$ cat config.mk
export PLATFORM = sky130hd
export DESIGN_NAME = serial_loop_port_logic
export DESIGN_NICKNAME = d
export VERILOG_FILES = /design/src/rtl/serial_loop_pkg.sv /design/src/rtl/port_latch_if.sv /design/src/rtl/port_latch.sv /design/src/rtl/serial_loop_port_logic.sv
export SDC_FILE = /design/constraint.sdc
export NUM_CORES = 1
export LEC_CHECK = 0
export BUFFER_PORTS_ARGS = -buffer_cell sky130_fd_sc_hd__buf_2
export CORE_UTILIZATION = 38
export CTS_BUF_LIST = sky130_fd_sc_hd__clkbuf_4
export DETAILED_ROUTE_END_ITERATION = 12
export GPL_ROUTABILITY_DRIVEN = 1
export HOLD_SLACK_MARGIN = 0.08
export MAX_ROUTING_LAYER = met4
export PLACE_DENSITY_LB_ADDON = 0.3
export SLEW_MARGIN = 40
export SYNTH_ARGS = -nofsm -noshare
export SYNTH_HDL_FRONTEND = slang
export SYNTH_HIERARCHICAL = 1
export SYNTH_SLANG_ARGS = --single-unit
$ cat constraint.sdc
create_clock -name i_clk_sys -period 1.4 [get_ports i_clk_sys]
set_clock_uncertainty 0.15 [all_clocks]
set_input_delay 0.07 -clock i_clk_sys [delete_from_list [all_inputs] [get_ports i_clk_sys]]
set_output_delay 0.07 -clock i_clk_sys [all_outputs]
set_load 0.01 [all_outputs]
$ cat src/rtl/serial_loop_pkg.sv
/*
 Constants for the serial and current-loop port logic: addresses, bit
 positions, reset values.
 Assumes an 8-bit backplane I/O space and a 4-bit latch per port.
*/
package serial_loop_pkg;
   localparam logic [7:0] DEFAULT_SERIAL_ADDR = 8'hC0;
   localparam logic [7:0] DEFAULT_LOOP_ADDR = 8'hC1;
   localparam int LATCH_W = 4;
   localparam logic [3:0] LATCH_RESET = 4'h0;
   localparam logic [3:0] UPPER_NIBBLE_READ = 4'hF;
   // loop port bits
   localparam int LOOP_DATA_BIT = 0;
   localparam int LOOP_TAPE_BIT = 1;
   localparam int LOOP_CABLE_BIT = 1;
   localparam int LOOP_SERIAL_CABLE_BIT = 2;
   // serial port bits, data terminal wiring
   localparam int SER_RX_BIT = 0;
   localparam int SER_CTS_BIT = 1;
   localparam int SER_CD_BIT = 2;
   localparam int SER_DSR_BIT = 3;
   localparam int SER_TX_BIT = 0;
   localparam int SER_RTS_BIT = 1;
   localparam int SER_SEC_TX_BIT = 2;
   localparam int SER_DTR_BIT = 3;
endpackage

$ cat src/rtl/port_latch_if.sv
/*
 Interface carrying one 4-bit output latch write and its held value.
 Assumes a single clock domain.
*/
`timescale 1ns/1ps
`default_nettype none
interface port_latch_if;
   logic load;
   logic [3:0] wdata;
   logic [3:0] q;
   modport ctrl (output load, output wdata, input q);
   modport latch (input load, input wdata, output q);
endinterface
`default_nettype wire

$ cat src/rtl/port_latch.sv
/*
 One 4-bit latching output port, cleared by reset.
 Assumes load is a one-cycle pulse from the strobe edge detect.
*/
`timescale 1ns/1ps
`default_nettype none
module port_latch (
   // clock and reset
   input wire logic i_clk_sys,
   input wire logic i_rstn,
   // latch port
   port_latch_if.latch lp
);
   import serial_loop_pkg::*;
   always_ff @(posedge i_clk_sys or negedge i_rstn) begin
      if (!i_rstn) begin
         lp.q <= LATCH_RESET;
      end else if (lp.load) begin
         lp.q <= lp.wdata;
      end
   end
endmodule
`default_nettype wire

$ cat src/rtl/serial_loop_port_logic.sv
/*
 Port logic of a serial-line and current-loop card on an 8-bit bus.
 Assumes bus strobes are synchronous to i_clk_sys and active low; the
 address pair base is set by i_base_addr (even address = serial port).
*/
// What this block does
// - loop transmit and tape drive from 4-bit latch; loop receive read on demand
// - loop input and output share one remappable address, default C1
// - loop read: bits 7-4 one, bit2 serial cable, bit1 loop cable, bit0 data
// - tape relay drive on while latched bit 1 is one, off at reset
// - loop transmit current flows while latched bit 0 is zero
// - input bit 0 reports received loop data, one when marking
// - input bit 1 is one when loop cable grounds interlock pin
// - system reset clears both output latches
// - system reset leaves gated input ports live and untouched
// - A7-A1 select the card, A0 picks serial (even) or loop (odd)
// - read strobe gates input port, write strobe loads latch
// - one input port and one 4-bit latch per address, low data lines
// - default pair C0/C1, reconfigurable to any pair starting at an even address
// - serial port bits DSR, CD, CTS, RXD read; DTR, STX, RTS, TXD written
`timescale 1ns/1ps
`default_nettype none
module serial_loop_port_logic (
   // clock and reset
   input wire logic i_clk_sys,
   input wire logic i_rstn,
   // address pair strap
   input wire logic [7:0] i_base_addr,
   // backplane bus
   input wire logic [7:0] i_addr,
   input wire logic i_iorq_n,
   input wire logic i_rd_n,
   input wire logic i_wr_n,
   input wire logic [7:0] i_data,
   output logic [7:0] o_data,
   output logic o_data_oe,
   // serial line side, already translated to logic levels
   input wire logic i_serial_rx,
   input wire logic i_serial_cts,
   input wire logic i_serial_cd,
   input wire logic i_serial_dsr,
   input wire logic i_serial_cable_present,
   output logic o_serial_tx,
   output logic o_serial_rts,
   output logic o_serial_sec_tx,
   output logic o_serial_dtr,
   // current loop side
   input wire logic i_current_loop_line_rx,
   input wire logic i_loop_cable_present,
   output logic o_current_loop_line_tx_on,
   output logic o_tape_drive_on
);
   import serial_loop_pkg::*;

   port_latch_if serial_lp ();
   port_latch_if loop_lp ();

   logic card_sel;
   logic is_loop;
   logic wr_n_d;
   logic sel_d;
   logic loop_d;
   logic [3:0] data_d;
   logic wr_rise;
   logic [7:0] next_rdata;

   // A0 ignored for the card match; the pair is base with A0 cleared
   assign card_sel = (i_addr[7:1] == i_base_addr[7:1]) && !i_iorq_n;
   assign is_loop = i_addr[0];

   // write captured on the strobe's rising edge using the request seen while it was low
   always_ff @(posedge i_clk_sys or negedge i_rstn) begin
      if (!i_rstn) begin
         wr_n_d <= 1'b1;
         sel_d <= 1'b0;
         loop_d <= 1'b0;
         data_d <= LATCH_RESET;
      end else begin
         wr_n_d <= i_wr_n;
         sel_d <= card_sel;
         loop_d <= is_loop;
         data_d <= i_data[3:0];
      end
   end

   assign wr_rise = i_wr_n && !wr_n_d && sel_d;

   assign serial_lp.load = wr_rise && !loop_d;
   assign serial_lp.wdata = data_d;
   assign loop_lp.load = wr_rise && loop_d;
   assign loop_lp.wdata = data_d;

   port_latch u_serial_latch (
      .i_clk_sys(i_clk_sys),
      .i_rstn(i_rstn),
      .lp(serial_lp.latch)
   );

   port_latch u_loop_latch (
      .i_clk_sys(i_clk_sys),
      .i_rstn(i_rstn),
      .lp(loop_lp.latch)
   );

   // input ports are gated live lines, reset does not touch them
   always_comb begin
      next_rdata = {UPPER_NIBBLE_READ, 4'h0};
      if (is_loop) begin
         next_rdata[LOOP_DATA_BIT] = i_current_loop_line_rx;
         next_rdata[LOOP_CABLE_BIT] = i_loop_cable_present;
         next_rdata[LOOP_SERIAL_CABLE_BIT] = i_serial_cable_present;
      end else begin
         next_rdata[SER_RX_BIT] = i_serial_rx;
         next_rdata[SER_CTS_BIT] = i_serial_cts;
         next_rdata[SER_CD_BIT] = i_serial_cd;
         next_rdata[SER_DSR_BIT] = i_serial_dsr;
      end
   end

   // data register has no reset on purpose; it loads next_rdata on every clock, during reset too
   always_ff @(posedge i_clk_sys) begin
      o_data <= next_rdata;
   end

   // enable set the clock after the read strobe is seen on a decoded request
   always_ff @(posedge i_clk_sys or negedge i_rstn) begin
      if (!i_rstn) begin
         o_data_oe <= 1'b0;
      end else begin
         o_data_oe <= card_sel && !i_rd_n;
      end
   end

   assign o_serial_tx = serial_lp.q[SER_TX_BIT];
   assign o_serial_rts = serial_lp.q[SER_RTS_BIT];
   assign o_serial_sec_tx = serial_lp.q[SER_SEC_TX_BIT];
   assign o_serial_dtr = serial_lp.q[SER_DTR_BIT];
   // cleared latch means current flows: line marks after reset
   assign o_current_loop_line_tx_on = !loop_lp.q[LOOP_DATA_BIT];
   assign o_tape_drive_on = loop_lp.q[LOOP_TAPE_BIT];
endmodule
`default_nettype wire

==> results of run 1 <==
[metal layers]
layer	up-vias	global-route usage (%)	share of wire (%)
met5	-	-	0
met4	0	7.27	0.95
met3	2	3.27	4.7
met2	30	45.3	61
met1	319	18.3	34
li1	312	-	-
[sequential cells by signal, indices dropped and copies added (netlist names)]
name and cells:
o_data 4, loop_d 1, data_d 4, sel_d 1, o_data_oe 1, u_loop_latch/lp.q 2, wr_n_d 1, u_serial_latch/lp.q 4
[repair_timing]
| action | CTS | global route |
|---|---|---|
| buffers inserted | 2 | 1 |
| pin swaps | 1 | 4 |
| hold endpoints to repair | 26 | 0 |
| hold buffers | 31 | 0 |
| endpoints found under the setup margin | 4 | 5 |
| resized for setup | 4 | 4 |
[layout by cell type (no fill, tap or decap), drive strengths merged, types with 2 or more instances in the layout]
| cell | instances |
|---|---|
| buf | 44 |
| clkbuf | 4 |
| conb | 4 |
| dfrtp | 13 |
| dfxtp | 4 |
| dlygate4sd3 | 31 |
| inv | 2 |
| mux2 | 9 |
| xnor2 | 5 |
[worst register-to-register path, delay by kind of cell, from the launching register on]
kind | cells | cell delay (ps)
multiplexers | 1 | 300
flip-flops | 1 | 420
AND/OR/NAND/NOR | 1 | 300
buffers and inverters | 1 | 190
[area by class of cell]
cell class | count | area, µm²
Clock buffer | 4 | 30.0
Fill cell | 115 | 377
Inverter | 2 | 7.51
Multi-Input combinational cell | 27 | 293
Sequential cell | 18 | 432
Tap cell | 25 | 31.3
Timing Repair Buffer | 75 | 538
[power by group]
part / internal [mW] / total (mW) / switching (mW)
clock network: 0.130 / 0.287 / 0.157
logic: 0.130 / 0.204 / 0.0740
registers: 0.541 / 0.551 / 0.00986
[metrics by stage]
stage	setup slack (ps)	hold WS [ps]	power (mW)	setup TNS [ps]	util [%]
finish	-63.6	268	1.04	-198	77.9
global route	-90.5	267	1.09	-329	77.9
CTS	-45.4	259	1.02	-105	75.8
detailed placement	-56.4	-174	0.678	-173	54.1
global placement	-24.4	-180	0.672	-92.0	54.1
floorplan	39.6	-376	0.616	0	-
[worst max-delay path by stage]
stage | end | slack (ps)
final | u_serial_latch/lp.q[3] | -60
after global routing | u_serial_latch/lp.q[3] | -90
after CTS | u_serial_latch/lp.q[3] | -50
after detailed placement | u_serial_latch/lp.q[3] | -60
after global placement | u_serial_latch/lp.q[2] | -20
after floorplan | u_serial_latch/lp.q[0] | 40
==> flow_metrics.tcl, run 1 <==
set metrics [dict create \
    cp-end-kind "register" \
    ff2ff_path_depth 3 \
    hpwl_um 922 \
    finalNetCount 163 \
    hp-start "i_data[2]" \
    layout_worst_path_cycle_share_pct 105 \
    synth_area_um2 692 \
    core-area_mm2 0.00171 \
    grt.total_usage_pct 21.5 \
    fmax_mhz 683 \
    cts-root-buf "clkbuf_4" \
    via_count 663 \
    drv_slew 0 \
    final_cells 151 \
    boundaryPins 51 \
    power_leakage_nw 0.666 \
    setup_viol 4 \
    place.gp.congestion 0.661 \
    grt_first_pass_wirelength_um 2880 \
    dp_cells 113 \
    yosys_warnings 6 \
    start_util_pct 40.5 \
    viasPerCell 4.39 \
    clkLatencyLatePin_ps 290 \
    fp.dieH_um 44.7 \
    crit_slowest_cell "dfrtp_1" \
    antenna_found_initial 0 \
    period_needed_ps 1460 \
    port_buffers 41 \
    worstHoldEndpoint "data_d[2]" \
    grt_overflow 0 \
    first_iter_violations 8 \
    finalHoldViolCount 0 \
    dieArea_mm2 0.00200 \
    cp_cell_sequence "nor4bb_4, buf_4, mux2_4" \
    critical_path.startpoint "loop_d" \
    grt_max_degree 15 \
    cp.depth 3 \
    min_path_cells 2 \
    wirelength_um 2000 \
    wl_per_cell_um 13.2 \
    failed_checks "setup timing" \
    die_x_um 44.7 \
    cts_num_sinks 18 \
    slowest_delay_ps 420 \
    syn2layout_area_growth_pct 92.4 \
    rr_endpoint "u_serial_latch/lp.q[3]" \
    route.detailed.drc 0 \
    path_delay_family "flip-flops" \
    grt_pass1_vias 700 \
    antenna_cells 0 \
    fp-row-count 15 \
    drtAntennaViolNets 0 \
    power_density_mw_per_mm2 783 \
    cts_max_level 1 \
    cts_buffer_depth 2 \
    timing.rr.start "loop_d" \
    status "finished, violations left" \
    cts_buffers 3 \
    avgSynthCellArea_um2 14.4 \
    ir_drop_uv 594 \
    final.setup.worst_slack_ps -63.6 \
    cap_viol_max_count 0 \
    syn_inst 48 \
    crit_fanout 3 \
    cts.reportedPaths.clkPinSlew_ps 100 \
    final_area_mm2 0.00133 \
    r2r_slack_ps -60 \
    hold_path_class "input port to register" \
    crit_type "register to register" \
    critPathBufInv 1 \
    rsz0062_at_grt "true" \
    firstDrtPassIters 3 \
    cp.required_ps 1430 \
    cts_tree "built" \
    placed_area_um2 925 \
    arrival_ps 1500 \
    final_layout_size_suffix_gt1_share_pct 50.8 \
    critPathLaunchType "register" \
]
No activity file was read; power rests on OpenSTA's default activity.
==> inputs of run 2 (changes only) <==
RECOVER_POWER = 100   (was unset)
SETUP_SLACK_MARGIN = 0.4   (was unset)
==> flow_metrics.tcl, run 2 (synthesized netlist as in run 1, its figures left out) <==
set metrics [dict create \
    status "finished, violations left" \
    failed_checks "hold timing, setup timing" \
    route.detailed.drc 0 \
    crit_fanout 4 \
    tightestPinTransition_ps 716 \
    final_layout_size_suffix_gt1_share_pct 41.4 \
    largestRegisters "data_d x4, o_data x4, u_serial_latch/lp.q x4" \
    hold-worst-slack_ps -109 \
    setup_viol 4 \
    pwr-share-comb_pct 15.7 \
    die_x_um 44.7 \
    period_needed_ps 1430 \
    relSlewSlack_pct 52.3 \
    grt.total_usage_pct 16.7 \
    hpwl_um 880 \
    critPathBufInv 1 \
    hold_path_class "input port to register" \
    dieArea_mm2 0.00200 \
    wirelength_um 1460 \
    ir_drop_uv 503 \
    firstDrtPassIters 4 \
    clkLatencyLatePin_ps 290 \
    drtAntennaViolNets 0 \
    rsz0062_at_grt "true" \
    cts.reportedPaths.clkPinSlew_ps 100 \
    cap_viol_max_count 0 \
    crit_type "register to register" \
    grt_first_pass_wirelength_um 2260 \
    pre_cts_ws_ps -56.1 \
    port_buffers 41 \
    grt_max_degree 15 \
    grt_pass1_vias 560 \
    arrival_ps 1450 \
    via_count 578 \
    internal_power_mw 0.736 \
    core-area_mm2 0.00171 \
    clkPwrFrac_pct 26.8 \
    boundaryPins 51 \
    crit_slowest_cell "dfrtp_1" \
    path_delay_family "flip-flops" \
    layout_commonest_cell "buf_2" \
    antenna_found_initial 0 \
    syn2layout_area_growth_pct 64.0 \
    switching_share_pct 23.1 \
    fp.dieH_um 44.7 \
    cts-root-buf "clkbuf_4" \
    fp-row-count 15 \
    place.gp.congestion 0.631 \
    drv_slew 0 \
    p_sw_mw 0.221 \
    mostFrequentLayoutCells "28 x buf_2, 15 x dlygate4sd3_1, 13 x dfrtp_1, 13 x clkbuf_1, 6 x mux2_4" \
    layout_worst_path_cycle_share_pct 102 \
    cts_max_level 1 \
    finalNetCount 148 \
    p_seq_share_pct 57.6 \
    cts_tree "built" \
    finalHoldViolCount 2 \
    cts_num_sinks 18 \
    cts_buffers 3 \
    fmax_mhz 700 \
    first_iter_violations 4 \
    cp-end-kind "register" \
    power_leakage_nw 0.543 \
    final.setup.worst_slack_ps -28.2 \
    antenna_cells 0 \
    cp_cell_sequence "nor4bb_4, buf_6, mux2_4" \
    slowest_delay_ps 430 \
    power_density_mw_per_mm2 843 \
    wl_per_cell_um 10.8 \
    grt_overflow 0 \
    start_util_pct 40.5 \
    cp.required_ps 1420 \
    critPathLaunchType "register" \
    cts_buffer_depth 2 \
    viasPerCell 4.25 \
    totalNegativeSetupSlack_ps -103 \
]
[run 2: changes by cell type in the layout (fill, tap and decap cells not counted)]
| cell | change |
|---|---|
| buf_2 | -13 |
| buf_6 | +1 |
| clkbuf_1 | +13 |
| clkbuf_4 | -1 |
| clkinv_1 | +1 |
| dlygate4sd3_1 | -16 |
| mux2_2 | -2 |
| mux2_4 | +2 |
| nor4_1 | +1 |
| nor4_2 | -1 |
| o2111ai_1 | +1 |
| o2111ai_2 | -1 |
| xnor2_1 | +3 |
| xnor2_2 | -3 |
[run 2: final timing paths]
check,slack (ps),cells after the start,startpoint,endpoint
worst min-delay path,-110,3,i_iorq_n,o_data_oe
worst max-delay path,-30,3,loop_d,u_serial_latch/lp.q[2]
worst max register to register,-30,3,loop_d,u_serial_latch/lp.q[2]
max in group asynchronous,460,2,i_rstn,sel_d
min in group asynchronous,180,2,i_rstn,loop_d
worst min register to register,350,1,data_d[2],u_serial_latch/lp.q[2]
[run 2: layout make-up]
cell class                      instances  area [µm²]
Sequential cell                        18         432
Clock buffer                            3        22.5
Multi-Input combinational cell         27         265
Timing Repair Buffer                   60         373
Fill cell                             136         573
Tap cell                               25        31.3
Clock inverter                          1        3.75
Inverter                                2        7.51
[run 2: metrics by stage]
| step | cell area, µm² | util (%) | hold slack, ps | power [mW] | cells |
|---|---|---|---|---|---|
| 2_1_floorplan | 718 | - | -376 | 0.616 | 51 |
| 3_3_place_gp | 925 | 54.1 | -180 | 0.672 | 113 |
| 3_5_place_dp | 925 | 54.1 | -179 | 0.676 | 113 |
| 4_1_cts | 1130 | 66.2 | -94.7 | 0.959 | 133 |
| 5_1_grt | 1130 | 66.4 | -98.1 | 1.01 | 136 |
| 6_report | 1130 | 66.4 | -109 | 0.957 | 136 |
[run 2: timing repair]
action,CTS,global route
buffers inserted,1,3
pin swaps,1,1
endpoints found under the hold margin,26,20
setup endpoints to repair,13,16
hold buffers,15,1
gates resized for setup,6,1
[run 2: power by group through the flow]
stage	sequential (mW)	clock, mW	combinational, mW
2_1_floorplan	0.566	0	0.0498
3_3_place_gp	0.559	0	0.113
3_5_place_dp	0.560	0	0.116
4_1_cts	0.550	0.258	0.151
5_1_grt	0.554	0.289	0.166
6_report	0.551	0.256	0.150
[run 2: layer usage]
metal | part of all wire [%] | GRT usage [%] | vias to the layer above | wire length (µm)
met5 | 0 | - | - | 0
met4 | 5.1 | 14.5 | 0 | 74
met3 | 5.8 | 1.63 | 6 | 85
met2 | 50 | 27.9 | 31 | 732
met1 | 39 | 17.3 | 260 | 571
li1 | - | - | 281 | -
[run 2: worst min-delay path: stages]
cell	delay, ps
buf_2	80
a211o_1	110
nor4_1	50
==> inputs of run 3 (changes only) <==
CORE_UTILIZATION = 42   (was 38)
SLEW_MARGIN = 5   (was 40)
clock period = 1.6 ns   (was 1.4 ns; I/O delays follow)
==> flow_metrics.tcl, run 3 (synthesized netlist as in run 1, its figures left out) <==
set metrics [dict create \
    totalNegativeSetupSlack_ps 0 \
    route.detailed.drc 0 \
    cp-end-kind "register" \
    drtAntennaViolNets 0 \
    status "finished, violations left" \
    hold_path_class "input port to register" \
    fp-row-count 14 \
    layout_commonest_cell "buf_2" \
    hold-worst-slack_ps -16.2 \
    mostFrequentLayoutCells "27 x buf_2, 22 x dlygate4sd3_1, 13 x dfrtp_1, 13 x clkbuf_1" \
    utilization_pct 76.4 \
    grt_max_degree 15 \
    cts_buffer_depth 2 \
    cap_viol_max_count 0 \
    cts_tree "built" \
    boundaryPins 51 \
    dp_cells 104 \
    port_buffers 41 \
    finalHoldViolCount 1 \
    grt.total_usage_pct 21.3 \
    fp.dieH_um 42.6 \
    cts-root-buf "clkbuf_4" \
    final.setup.worst_slack_ps 108 \
    clkLatencyLatePin_ps 290 \
    wl_per_cell_um 12.4 \
    min_path_cells 4 \
    cts_buffers 3 \
    antenna_found_initial 0 \
    fmax_mhz 670 \
    core-area_mm2 0.00152 \
    final_layout_size_suffix_gt1_share_pct 37.4 \
    grt_first_pass_wirelength_um 2760 \
    via_count 601 \
    drv_slew 0 \
    layout_worst_path_cycle_share_pct 93.2 \
    failed_checks "hold timing" \
    syn2layout_area_growth_pct 68.2 \
    firstDrtPassIters 1 \
    period_needed_ps 1490 \
    largestRegisters "data_d x4, o_data x4, u_serial_latch/lp.q x4" \
    finalNetCount 152 \
    cp.required_ps 1630 \
    die_x_um 42.6 \
    cts.reportedPaths.clkPinSlew_ps 100 \
    power_leakage_nw 0.553 \
    holdBufCountCts 22 \
    rsz0062_at_grt "true" \
    grt_pass1_vias 661 \
    arrival_ps 1520 \
    pre_cts_ws_ps 141 \
    setup_viol 0 \
    wirelength_um 1620 \
    power_density_mw_per_mm2 730 \
    antenna_cells 0 \
    start_util_pct 45.4 \
    ff2ff_path_depth 3 \
    grt_overflow 0 \
    ir_drop_uv 443 \
    final.fill_count 104 \
    crit_type "register to register" \
    place.gp.congestion 0.655 \
    hpwl_um 983 \
    crit_fanout 4 \
    critPathLaunchType "register" \
    final_cells 131 \
    cts_num_sinks 18 \
    viasPerCell 4.59 \
    cts_max_level 1 \
    first_iter_violations 0 \
    dieArea_mm2 0.00181 \
]
[run 3: cell count changes in the layout (fill, tap and decap cells not counted), sizes merged]
cell / delta
clkbuf: +2
buf: -5
dlygate4sd3: +7
[run 3: final timing paths]
path / start / end / slack (ps)
max in group asynchronous: i_rstn / wr_n_d / 420
worst min register to register: data_d[2] / u_serial_latch/lp.q[2] / 350
min in group asynchronous: i_rstn / data_d[0] / 590
worst max-delay path: wr_n_d / u_serial_latch/lp.q[2] / 110
worst min-delay path: i_addr[3] / o_data_oe / -20
worst max register to register: wr_n_d / u_serial_latch/lp.q[2] / 110
[run 3: stage by stage]
step / hold WS [ps] / power [mW] / area (µm²)
after floorplan: -366 / 0.539 / 718
after global placement: -171 / 0.588 / 913
after detailed placement: -168 / 0.593 / 913
after CTS: -27.4 / 0.854 / 1180
after global routing: 4.27 / 0.893 / 1160
final: -16.2 / 0.849 / 1160
[run 3: power breakdown]
part,leakage (nW),internal [mW],switching [mW]
registers,0.213,0.473,0.00874
logic,0.324,0.0884,0.0567
clock network,0.0154,0.0906,0.132
[run 3: timing repair]
action,4_1_cts,5_1_grt
endpoints found under the hold margin,26,2
resized for setup,4,2
pin swaps,1,1
setup buffers,1,0
cloned,0,0
setup endpoints to repair,6,16
[run 3: worst max-delay path: stages, from the launching register on]
cell and delay [ps]:
dfstp_1 410, nor4bb_4 270, clkbuf_2 230, mux2_4 310
[run 3: cell type report]
cell class,instances,area (µm²),share of cell area [%]
multi-input combinational,27,264,22.7
clock buffer,3,22.5,1.94
sequential,18,432,37.1
timing repair buffer,64,414,35.6
tap,16,20.0,1.72
inverter,2,7.51,0.645
clock inverter,1,3.75,0.323
[run 3: per-layer routing]
layer / share of wire (%) / GRT usage, %
met1: 36 / 21.3
met5: 0 / -
met3: 4.2 / 3.02
met4: 3.5 / 11.3
met2: 56 / 39.4
